**src/ccu_pkg.sv**
```systemverilog
// Constants, register map and bus carriers for the capture/compare unit
// Assumes a 32-bit AXI4-Lite master; byte address is four times the index
package ccu_pkg;

  // Bus widths and answers
  localparam int          AXI_AW      = 12;
  localparam logic [1:0]  RESP_OKAY   = 2'h0;
  localparam logic [1:0]  RESP_SLVERR = 2'h2;

  // Register indices, byte address = index * 4
  localparam logic [7:0] IDX_PORT_C_DATA   = 8'h07;
  localparam logic [7:0] IDX_INT_CONTROL   = 8'h0B;
  localparam logic [7:0] IDX_PERIPH_FLAGS  = 8'h0C;
  localparam logic [7:0] IDX_TIMER_LOW     = 8'h0E;
  localparam logic [7:0] IDX_TIMER_HIGH    = 8'h0F;
  localparam logic [7:0] IDX_TIMER_CONTROL = 8'h10;
  localparam logic [7:0] IDX_CC_LOW        = 8'h15;
  localparam logic [7:0] IDX_CC_HIGH       = 8'h16;
  localparam logic [7:0] IDX_CC_CONTROL    = 8'h17;
  localparam logic [7:0] IDX_PORT_C_DIR    = 8'h87;
  localparam logic [7:0] IDX_PERIPH_IRQ_EN = 8'h8C;

  // Field positions
  localparam int GLOBAL_IRQ_BIT   = 7;
  localparam int PERIPH_GATE_BIT  = 6;
  localparam int UNIT_FLAG_BIT    = 2;
  localparam int UNIT_EN_BIT      = 2;
  localparam int PIN_BIT          = 2;
  localparam int TIMER_ON_BIT     = 0;

  // Values after reset
  localparam logic [7:0] PORT_C_DIR_RESET = 8'hFF;
  localparam logic [5:0] CC_CONTROL_RESET = 6'h00;
  localparam logic [3:0] PRESCALE_RESET   = 4'h0;

  // Prescale terminal counts
  localparam logic [1:0] PRESCALE_4_LAST  = 2'h3;
  localparam logic [3:0] PRESCALE_16_LAST = 4'hF;

  // Mode field encoding, all-zero is off
  localparam logic [3:0] MODE_OFF        = 4'h0;
  localparam logic [3:0] MODE_CAP_FALL   = 4'h4;
  localparam logic [3:0] MODE_CAP_RISE   = 4'h5;
  localparam logic [3:0] MODE_CAP_RISE4  = 4'h6;
  localparam logic [3:0] MODE_CAP_RISE16 = 4'h7;
  localparam logic [3:0] MODE_CMP_HIGH   = 4'h8;
  localparam logic [3:0] MODE_CMP_LOW    = 4'h9;
  localparam logic [3:0] MODE_CMP_SOFT   = 4'hA;
  localparam logic [3:0] MODE_CMP_SPECIAL = 4'hB;

  // Capture event selection inside a capture mode
  typedef enum logic [1:0] {
    SEL_FALL,
    SEL_RISE,
    SEL_RISE4,
    SEL_RISE16
  } capture_sel_t;

  // Master to slave
  typedef struct packed {
    logic              awvalid;
    logic [AXI_AW-1:0] awaddr;
    logic              wvalid;
    logic [31:0]       wdata;
    logic [3:0]        wstrb;
    logic              bready;
    logic              arvalid;
    logic [AXI_AW-1:0] araddr;
    logic              rready;
  } axi_req_t;

  // Slave to master
  typedef struct packed {
    logic        awready;
    logic        wready;
    logic        bvalid;
    logic [1:0]  bresp;
    logic        arready;
    logic        rvalid;
    logic [31:0] rdata;
    logic [1:0]  rresp;
  } axi_rsp_t;

endpackage : ccu_pkg

```
**src/capture_compare_unit.sv**
```systemverilog
// Capture/compare unit with its free-running timer and AXI4-Lite registers
// Assumes one clock, synchronous reset and synchronous pin input
//
// Notes on behaviour
// - Capture copies the whole 16-bit timer count into the capture register.
// - Mode picks capture on falling, rising, 4th rising or 16th rising edge.
// - Each capture sets the unit flag; only software clears it.
// - A new capture overwrites an unread earlier value.
// - With the pin an output, a data write changing its level captures.
// - Prescaler count clears whenever the unit is off or not capturing.
// - Changing prescale directly keeps the count; software writes zero first.
// - Compare match drives the pin high, low or leaves it per mode.
// - Every compare match sets the unit flag.
// - Writing zero to the control register forces the compare latch low.
// - Software interrupt compare mode only sets the flag on a match.
// - Special trigger mode resets the timer on a match.
// - Special trigger mode emits a conversion start pulse on a match.
// - Unit enable bit gates the unit flag onto the interrupt.
// - Peripheral gate bit must be set for the interrupt to pass.
//
// Register access over AXI4-Lite was chosen for this implementation.
`timescale 1ns/1ps
module capture_compare_unit
  import ccu_pkg::*;
(
  input  wire logic     i_clk,
  input  wire logic     i_sys_rst,
  input  wire logic     i_ce,
  input  wire axi_req_t i_axi,
  output axi_rsp_t      o_axi,
  input  wire logic     i_pin_in,
  output logic          o_pin_out,
  output logic          o_pin_oe_n,
  output logic          o_irq,
  output logic          o_adc_trigger
);

  typedef struct packed {
    logic        awready;
    logic        wready;
    logic        arready;
    logic        aw_held;
    logic [7:0]  aw_idx;
    logic        w_held;
    logic [31:0] wdata;
    logic [3:0]  wstrb;
    logic        bvalid;
    logic [1:0]  bresp;
    logic        rvalid;
    logic [31:0] rdata;
    logic [1:0]  rresp;
    logic        global_en;
    logic        periph_gate;
    logic        flag;
    logic        unit_en;
    logic [15:0] timer;
    logic [5:0]  timer_ctl;
    logic [15:0] cc_value;
    logic [5:0]  cc_ctl;
    logic [7:0]  port_dir;
    logic [7:0]  port_data;
    logic        cmp_latch;
    logic        match_prev;
    logic        pin_out;
    logic        pin_oe_n;
    logic        irq;
    logic        trigger;
  } unit_state_t;

  unit_state_t state;
  unit_state_t next_state;

  logic        is_capture;
  logic        is_compare;
  logic [3:0]  mode;
  logic        pin_level;
  logic        pin_rise;
  logic        pin_fall;
  logic        cap_evt;
  logic        match_evt;
  logic        bus_wr;
  logic        wr_ctl_zero;

  ////////////////////////////////////////////////////////////////////////////
  // Register decode helpers
  function automatic logic mapped(input logic [7:0] idx);
    unique case (idx)
      IDX_PORT_C_DATA, IDX_INT_CONTROL, IDX_PERIPH_FLAGS, IDX_TIMER_LOW,
      IDX_TIMER_HIGH, IDX_TIMER_CONTROL, IDX_CC_LOW, IDX_CC_HIGH,
      IDX_CC_CONTROL, IDX_PORT_C_DIR, IDX_PERIPH_IRQ_EN: mapped = 1'b1;
      default: mapped = 1'b0;
    endcase
  endfunction : mapped

  function automatic logic [7:0] read_byte(input logic [7:0]  idx,
                                           input unit_state_t s);
    read_byte = 8'h00;
    unique case (idx)
      IDX_PORT_C_DATA:   read_byte = s.port_data;
      IDX_INT_CONTROL:   read_byte = {s.global_en, s.periph_gate, 6'h00};
      IDX_PERIPH_FLAGS:  read_byte = {5'h00, s.flag, 2'h0};
      IDX_TIMER_LOW:     read_byte = s.timer[7:0];
      IDX_TIMER_HIGH:    read_byte = s.timer[15:8];
      IDX_TIMER_CONTROL: read_byte = {2'h0, s.timer_ctl};
      IDX_CC_LOW:        read_byte = s.cc_value[7:0];
      IDX_CC_HIGH:       read_byte = s.cc_value[15:8];
      IDX_CC_CONTROL:    read_byte = {2'h0, s.cc_ctl};
      IDX_PORT_C_DIR:    read_byte = s.port_dir;
      IDX_PERIPH_IRQ_EN: read_byte = {5'h00, s.unit_en, 2'h0};
      default:           read_byte = 8'h00;
    endcase
  endfunction : read_byte

  ////////////////////////////////////////////////////////////////////////////
  // Mode decode and pin level seen by the capture logic
  assign mode       = state.cc_ctl[3:0];
  assign is_capture = mode[3:2] == 2'h1;
  assign is_compare = mode[3:2] == 2'h2;
  assign pin_level  = state.pin_oe_n ? i_pin_in : state.pin_out;
  assign match_evt  = is_compare && state.timer == state.cc_value &&
                      !state.match_prev;
  assign bus_wr     = state.aw_held && state.w_held && !state.bvalid &&
                      state.wstrb[0] && mapped(state.aw_idx);
  assign wr_ctl_zero = bus_wr && state.aw_idx == IDX_CC_CONTROL &&
                       state.wdata[5:0] == 6'h00;

  ccu_edge_detect u_edge (
    .i_clk     (i_clk),
    .i_sys_rst (i_sys_rst),
    .i_ce      (i_ce),
    .i_level   (pin_level),
    .o_rise    (pin_rise),
    .o_fall    (pin_fall)
  );

  ccu_prescaler u_prescaler (
    .i_clk     (i_clk),
    .i_sys_rst (i_sys_rst),
    .i_ce      (i_ce),
    .i_run     (is_capture),
    .i_sel     (capture_sel_t'(mode[1:0])),
    .i_rise    (pin_rise),
    .i_fall    (pin_fall),
    .o_event   (cap_evt)
  );

  ////////////////////////////////////////////////////////////////////////////
  // Next state: bus, timer, capture, compare, interrupt, pin
  always_comb
  begin
    next_state = state;
    if (i_ce)
    begin
      // Write address and data channels, taken in either order
      if (i_axi.awvalid && state.awready)
      begin
        next_state.aw_held = 1'b1;
        next_state.aw_idx  = i_axi.awaddr[9:2];
      end
      if (i_axi.wvalid && state.wready)
      begin
        next_state.w_held = 1'b1;
        next_state.wdata  = i_axi.wdata;
        next_state.wstrb  = i_axi.wstrb;
      end
      if (state.bvalid && i_axi.bready)
      begin
        next_state.bvalid = 1'b0;
      end

      // Free-running timer
      if (state.timer_ctl[TIMER_ON_BIT])
      begin
        next_state.timer = state.timer + 16'h0001;
      end

      // Register write once both halves are held
      if (state.aw_held && state.w_held && !state.bvalid)
      begin
        next_state.aw_held = 1'b0;
        next_state.w_held  = 1'b0;
        next_state.bvalid  = 1'b1;
        next_state.bresp   = mapped(state.aw_idx) ? RESP_OKAY : RESP_SLVERR;
      end
      if (bus_wr)
      begin
        unique case (state.aw_idx)
          IDX_PORT_C_DATA:   next_state.port_data = state.wdata[7:0];
          IDX_INT_CONTROL:
          begin
            next_state.global_en   = state.wdata[GLOBAL_IRQ_BIT];
            next_state.periph_gate = state.wdata[PERIPH_GATE_BIT];
          end
          IDX_PERIPH_FLAGS:  next_state.flag = state.flag &
                                               !state.wdata[UNIT_FLAG_BIT];
          IDX_TIMER_LOW:     next_state.timer[7:0] = state.wdata[7:0];
          IDX_TIMER_HIGH:    next_state.timer[15:8] = state.wdata[7:0];
          IDX_TIMER_CONTROL: next_state.timer_ctl = state.wdata[5:0];
          IDX_CC_LOW:        next_state.cc_value[7:0] = state.wdata[7:0];
          IDX_CC_HIGH:       next_state.cc_value[15:8] = state.wdata[7:0];
          IDX_CC_CONTROL:    next_state.cc_ctl = state.wdata[5:0];
          IDX_PORT_C_DIR:    next_state.port_dir = state.wdata[7:0];
          IDX_PERIPH_IRQ_EN: next_state.unit_en = state.wdata[UNIT_EN_BIT];
          default:           next_state.port_data = state.port_data;
        endcase
      end

      // Read channel, answer one cycle after the address is taken
      if (state.rvalid && i_axi.rready)
      begin
        next_state.rvalid = 1'b0;
      end
      if (i_axi.arvalid && state.arready)
      begin
        next_state.rvalid = 1'b1;
        next_state.rdata  = {24'h000000,
                             read_byte(i_axi.araddr[9:2], state)};
        next_state.rresp  = mapped(i_axi.araddr[9:2]) ? RESP_OKAY
                                                      : RESP_SLVERR;
      end

      // Capture overwrites any unread value
      if (cap_evt)
      begin
        next_state.cc_value = state.timer;
      end

      // Compare match actions
      next_state.match_prev = is_compare &&
                              state.timer == state.cc_value;
      next_state.trigger    = 1'b0;
      if (match_evt)
      begin
        unique case (mode)
          MODE_CMP_HIGH:    next_state.cmp_latch = 1'b1;
          MODE_CMP_LOW:     next_state.cmp_latch = 1'b0;
          MODE_CMP_SOFT:    next_state.cmp_latch = state.cmp_latch;
          MODE_CMP_SPECIAL:
          begin
            next_state.timer   = 16'h0000;
            next_state.trigger = 1'b1;
          end
          default:          next_state.cmp_latch = state.cmp_latch;
        endcase
      end
      if (wr_ctl_zero)
      begin
        next_state.cmp_latch = 1'b0;
      end

      // Sticky flag, a new event wins over the clear
      if (cap_evt || match_evt)
      begin
        next_state.flag = 1'b1;
      end
    end

    // Ready and output flops follow the next values
    next_state.awready = !next_state.aw_held && !next_state.bvalid;
    next_state.wready  = !next_state.w_held && !next_state.bvalid;
    next_state.arready = !next_state.rvalid;
    next_state.irq     = next_state.flag && next_state.unit_en &&
                         next_state.periph_gate &&
                         next_state.global_en;
    next_state.pin_oe_n = next_state.port_dir[PIN_BIT];
    next_state.pin_out  = (next_state.cc_ctl[3:2] == 2'h2)
                          ? next_state.cmp_latch
                          : next_state.port_data[PIN_BIT];
  end

  ////////////////////////////////////////////////////////////////////////////
  // State register
  always_ff @(posedge i_clk)
  begin
    if (i_sys_rst)
    begin
      state          <= '0;
      state.port_dir <= PORT_C_DIR_RESET;
      state.pin_oe_n <= PORT_C_DIR_RESET[PIN_BIT];
      state.cc_ctl   <= CC_CONTROL_RESET;
    end
    else
    begin
      state <= next_state;
    end
  end

  // Outputs straight from state
  assign o_axi = '{awready: state.awready, wready: state.wready,
                   bvalid: state.bvalid, bresp: state.bresp,
                   arready: state.arready, rvalid: state.rvalid,
                   rdata: state.rdata, rresp: state.rresp};
  assign o_pin_out     = state.pin_out;
  assign o_pin_oe_n    = state.pin_oe_n;
  assign o_irq         = state.irq;
  assign o_adc_trigger = state.trigger;
endmodule : capture_compare_unit

```
**src/ccu_edge_detect.sv**
```systemverilog
// Edge detector on the effective pin level
// Assumes the level is synchronous to i_clk
`timescale 1ns/1ps
module ccu_edge_detect
  import ccu_pkg::*;
(
  input  wire logic i_clk,
  input  wire logic i_sys_rst,
  input  wire logic i_ce,
  input  wire logic i_level,
  output logic      o_rise,
  output logic      o_fall
);

  typedef struct packed {
    logic prev;
  } edge_state_t;

  edge_state_t state;
  edge_state_t next_state;

  // Compare level against last sample
  assign o_rise = i_level && !state.prev;
  assign o_fall = !i_level && state.prev;

  ////////////////////////////////////////////////////////////////////////////
  // Sample the level
  always_comb
  begin
    next_state = state;
    if (i_ce)
    begin
      next_state.prev = i_level;
    end
  end

  always_ff @(posedge i_clk)
  begin
    if (i_sys_rst)
    begin
      state <= '0;
    end
    else
    begin
      state <= next_state;
    end
  end

endmodule : ccu_edge_detect

```
**src/ccu_prescaler.sv**
```systemverilog
// Capture prescaler: picks the capture event from the pin edges
// Assumes edge pulses from ccu_edge_detect in the same clock domain
`timescale 1ns/1ps
module ccu_prescaler
  import ccu_pkg::*;
(
  input  wire logic         i_clk,
  input  wire logic         i_sys_rst,
  input  wire logic         i_ce,
  input  wire logic         i_run,
  input  wire capture_sel_t i_sel,
  input  wire logic         i_rise,
  input  wire logic         i_fall,
  output logic              o_event
);

  typedef struct packed {
    logic [3:0] count;
  } pre_state_t;

  pre_state_t state;
  pre_state_t next_state;

  // Event selection by mode
  always_comb
  begin
    o_event = 1'b0;
    if (i_run)
    begin
      unique case (i_sel)
        SEL_FALL:   o_event = i_fall;
        SEL_RISE:   o_event = i_rise;
        SEL_RISE4:  o_event = i_rise &&
                              state.count[1:0] == PRESCALE_4_LAST;
        SEL_RISE16: o_event = i_rise &&
                              state.count == PRESCALE_16_LAST;
      endcase
    end
  end

  ////////////////////////////////////////////////////////////////////////////
  // Count rising edges, cleared while not capturing
  always_comb
  begin
    next_state = state;
    if (i_ce)
    begin
      if (!i_run)
      begin
        next_state.count = PRESCALE_RESET;
      end
      else if (i_rise)
      begin
        next_state.count = state.count + 4'h1;
      end
    end
  end

  always_ff @(posedge i_clk)
  begin
    if (i_sys_rst)
    begin
      state.count <= PRESCALE_RESET;
    end
    else
    begin
      state <= next_state;
    end
  end
endmodule : ccu_prescaler

```
**config.mk**
```make
export PLATFORM = sky130hd
export DESIGN_NAME = capture_compare_unit
export DESIGN_NICKNAME = d
export VERILOG_FILES = /design/src/ccu_pkg.sv /design/src/capture_compare_unit.sv /design/src/ccu_edge_detect.sv /design/src/ccu_prescaler.sv
export SDC_FILE = /design/constraint.sdc
export NUM_CORES = 1
export LEC_CHECK = 0
export BUFFER_PORTS_ARGS = -buffer_cell sky130_fd_sc_hd__buf_4
export CAP_MARGIN = 20
export CORE_MARGIN = 5
export CORE_UTILIZATION = 33
export DETAILED_ROUTE_END_ITERATION = 16
export SLEW_MARGIN = 20
export SYNTH_ARGS = -nofsm -noshare
export SYNTH_HDL_FRONTEND = slang
export SYNTH_SLANG_ARGS = --single-unit
```
**constraint.sdc**
```tcl
create_clock -name i_clk -period 2.7 [get_ports i_clk]
set_input_delay 0.54 -clock i_clk [delete_from_list [all_inputs] [get_ports i_clk]]
set_output_delay 0.54 -clock i_clk [all_outputs]
set_load 0.02 [all_outputs]
```
==> implementation parameters <==
Parameter                              Value

Timing
  Hold Fails Final Rpt    0
  Share of the cycle needed by the critical path after routing    0.878
  Worst-case headroom to the max-slew limit    0.561
  Final number of max-transition violations    0
  Final min period    2370 ps
  Smallest hold slack    426 ps
  Final setup violation count    0
  Actual transition at the worst max-transition pin    657 ps
  Maximum clock frequency    0.422 GHz
  RSZ-0062 raised after global routing    false
  Clk_skew    9.38 ps
  Final TNS setup    0 ps

Placement
  Sum of net half-perimeters after detailed placement    13.2 mm
  GPL Wtd Cong    0.916
  Number of port buffers    52

Global route
  Met2 GRT Util    0.268
  Via count of the first global-routing pass    5,081
  Largest net degree at the start of global routing    33
  Fraction of met1 tracks used by global routing    0.237
  Antenna violations before repair    0
  Global route hottest layer    met2
  Total grt overflow    0
  All-Layer GR Usage    0.172
  GR Util met3    0.0433
  Global-route wire length before repair    27.8 mm

Clock network
  Skew-Pair Late Insertion Delay    360 ps
  Hold buffers post-CTS    0
  CTS tree    built
  Post-cts sizing count    0
  Count of buffers added by post-CTS timing repair for setup    0
  Root buf cell    clkbuf_16
  H-Tree Level Count    3
  Clk sink count    108
  CTS buffer count    9
  Max Root-Sink Buffers    2
  Clock slew at the register clock pins of the worst setup and hold paths    70 ps

Cells and area
  Post-synthesis to final-layout area growth    15.4%
  Fraction of layout cells with a size suffix above 1    0.164
  Commonest cells after routing, fill and taps aside    108 x nand2_1, 108 x dfxtp_1, 98 x buf_4, 56 x nor2_1, 52 x a21oi_1
  Final core utilization    0.384
  Number of diodes    0
  Layout filler cell count    1,851
  Post-layout nets    859

Worst setup path
  Critical path startpoint category    flip-flop
  Cell chain of the critical path    or4b_1, nor4_2, buf_4, nand3_2, nor3_4, a222oi_1, inv_1
  Stages on worst setup path    7
  Cell family with the largest share of critical-path delay    simple AND/OR/NAND/NOR gates
  Buffers & Inverters on Critical Path    2
  FF-to-FF setup slack    330 ps
  Crit path required time    2990 ps
  Crit-path slowest cell    or4b_1
  Crit path largest cell delay    710 ps
  Kind of end point of the critical path    flip-flop
  Peak fanout along the critical path    10
  Critical setup path kind    reg -> reg
  Data arrival time of the worst path    2670 ps
  Depth of the worst register-to-register path    7

Floorplan
  Row Count    49
  Count of pins on the block boundary    114
  Die Footprint    20,700 sq um
  Die boundary height    144 um
  Die W    144 um
  Initial cell density of the core    0.332
  Core Footprint    17,800 sq um

Run
  Max-cap check violation count    0

Power
  Post-layout power    0.00331 W
  Power density relative to cell area    484 nW/um^2
  Static Leak    2.69 nW
  Worst VDD drop    0.342 mV

Logic synthesis
  Most common flop cell mapped by yosys    dfxtp_1
  Netlist Area Pre-Place    5930 sq um
  Post-synth EDFFs    0
  XOR/XNOR Fraction of Synth Area    0.0281
  Yosys Warn Count    0
  Proportion of register bits with asynchronous set or reset after synthesis    0
  Post-synthesis compound-gate area fraction    0.211
  Simple logic cell fraction of the synthesized area    0.255
  Post-Synth Adder-Cell Area    0.00422
  Mux cell area share after synthesis    0.0276
  Avg Cell Area, Syn    7.90 sq um
  Combinational family with the most area after synthesis    simple AND/OR/NAND/NOR gates
  Count of mapped cells out of synthesis    750
  Unique masters post-synth    66
  Sequential cell area fraction in the yosys report    0.365
  Number of flip-flops and latches in the synthesized netlist    108

Min path
  Worst Hold Depth    3
  Worst Hold Class    in -> reg

Detailed routing
  Via-per-instance ratio    5.37
  Number of DRC markers after the initial detailed-route iteration    552
  Final antenna-violating net count    0
  DRT Pass-1 Iters    5
  Final wirelength    17.7 mm
  Via count    5,491
  Remaining routing DRC violations    0
  Post-detailed-route wirelength per cell    17.3 um

Run status
  Result of the run    finished clean
kinds of logic after synthesis:
family,count (synthesis)
other,1
multiplexers,16
adder cells (fa/ha/maj),2
AND/OR/NAND/NOR,301
XOR/XNOR,19
flip-flops,108
buffers and inverters,126
AO/OA/AOI/OAI,177
worst paths after layout:
path / from / endpoint
max: state[152]$_SDFFE_PP0P_ / state[34]$_SDFFE_PP0P_
min: i_axi[61] / state[152]$_SDFFE_PP0P_
max reg2reg: state[152]$_SDFFE_PP0P_ / state[34]$_SDFFE_PP0P_
min reg2reg: state[49]$_SDFFE_PP0P_ / state[49]$_SDFFE_PP0P_
cell usage after synthesis (all sizes together) (10+ instances only):
cell type | instances | area share
dfxtp | 108 | 0.36
inv | 28 | 0.018
a21oi | 52 | 0.044
o21ai | 20 | 0.018
a22oi | 23 | 0.029
nand4 | 10 | 0.011
xor2 | 15 | 0.022
a22o | 13 | 0.019
nor2b | 10 | 0.011
nand3 | 27 | 0.024
nor4 | 13 | 0.020
mux2i | 13 | 0.022
nor2 | 56 | 0.035
buf | 60 | 0.067
nand2 | 108 | 0.068
clkbuf | 37 | 0.023
nor3 | 36 | 0.036
state kept, by name, summed over array words and instances (netlist names):
name	flops
state	81
o_axi	15
mode	4
u_prescaler.state	4
o_adc_trigger	1
o_irq	1
o_pin_out	1
u_edge.state	1
cell type report:
type | instances | area (sq um) | area share
timing repair buffer | 99 | 756 | 0.110
inverter | 29 | 109 | 0.0159
tap | 229 | 287 | 0.0419
sequential | 108 | 2160 | 0.316
multi-input combinational | 541 | 3210 | 0.470
clock buffer | 10 | 229 | 0.0335
clock inverter | 6 | 86.3 | 0.0126
metrics by stage:
stage / std cells / instance area [sq um] / setup slack (ps)
detailed placement: 1006 / 6530 / 332
finish: 1022 / 6840 / 328
floorplan: 775 / 6020 / 548
CTS: 1022 / 6840 / 373
global route: 1022 / 6840 / 186
global placement: 1006 / 6530 / 312
worst min-delay path, cell delays in order:
cell     delay (ps)
buf_4           110
nand2_1          40
a21oi_1          50
power by group:
group	internal (W)	switching, W	leakage (nW)
clock	0.000814	0.000602	0.153
sequential	0.00161	0.0000226	0.873
combinational	0.0000920	0.000173	1.66
layer usage:
metal	part of all wire	vias up
met2	0.44	196
met4	0.019	0
met3	0.080	21
met1	0.46	2591
li1	-	2683
met5	0	-
Power figures use the tool's default switching activity.
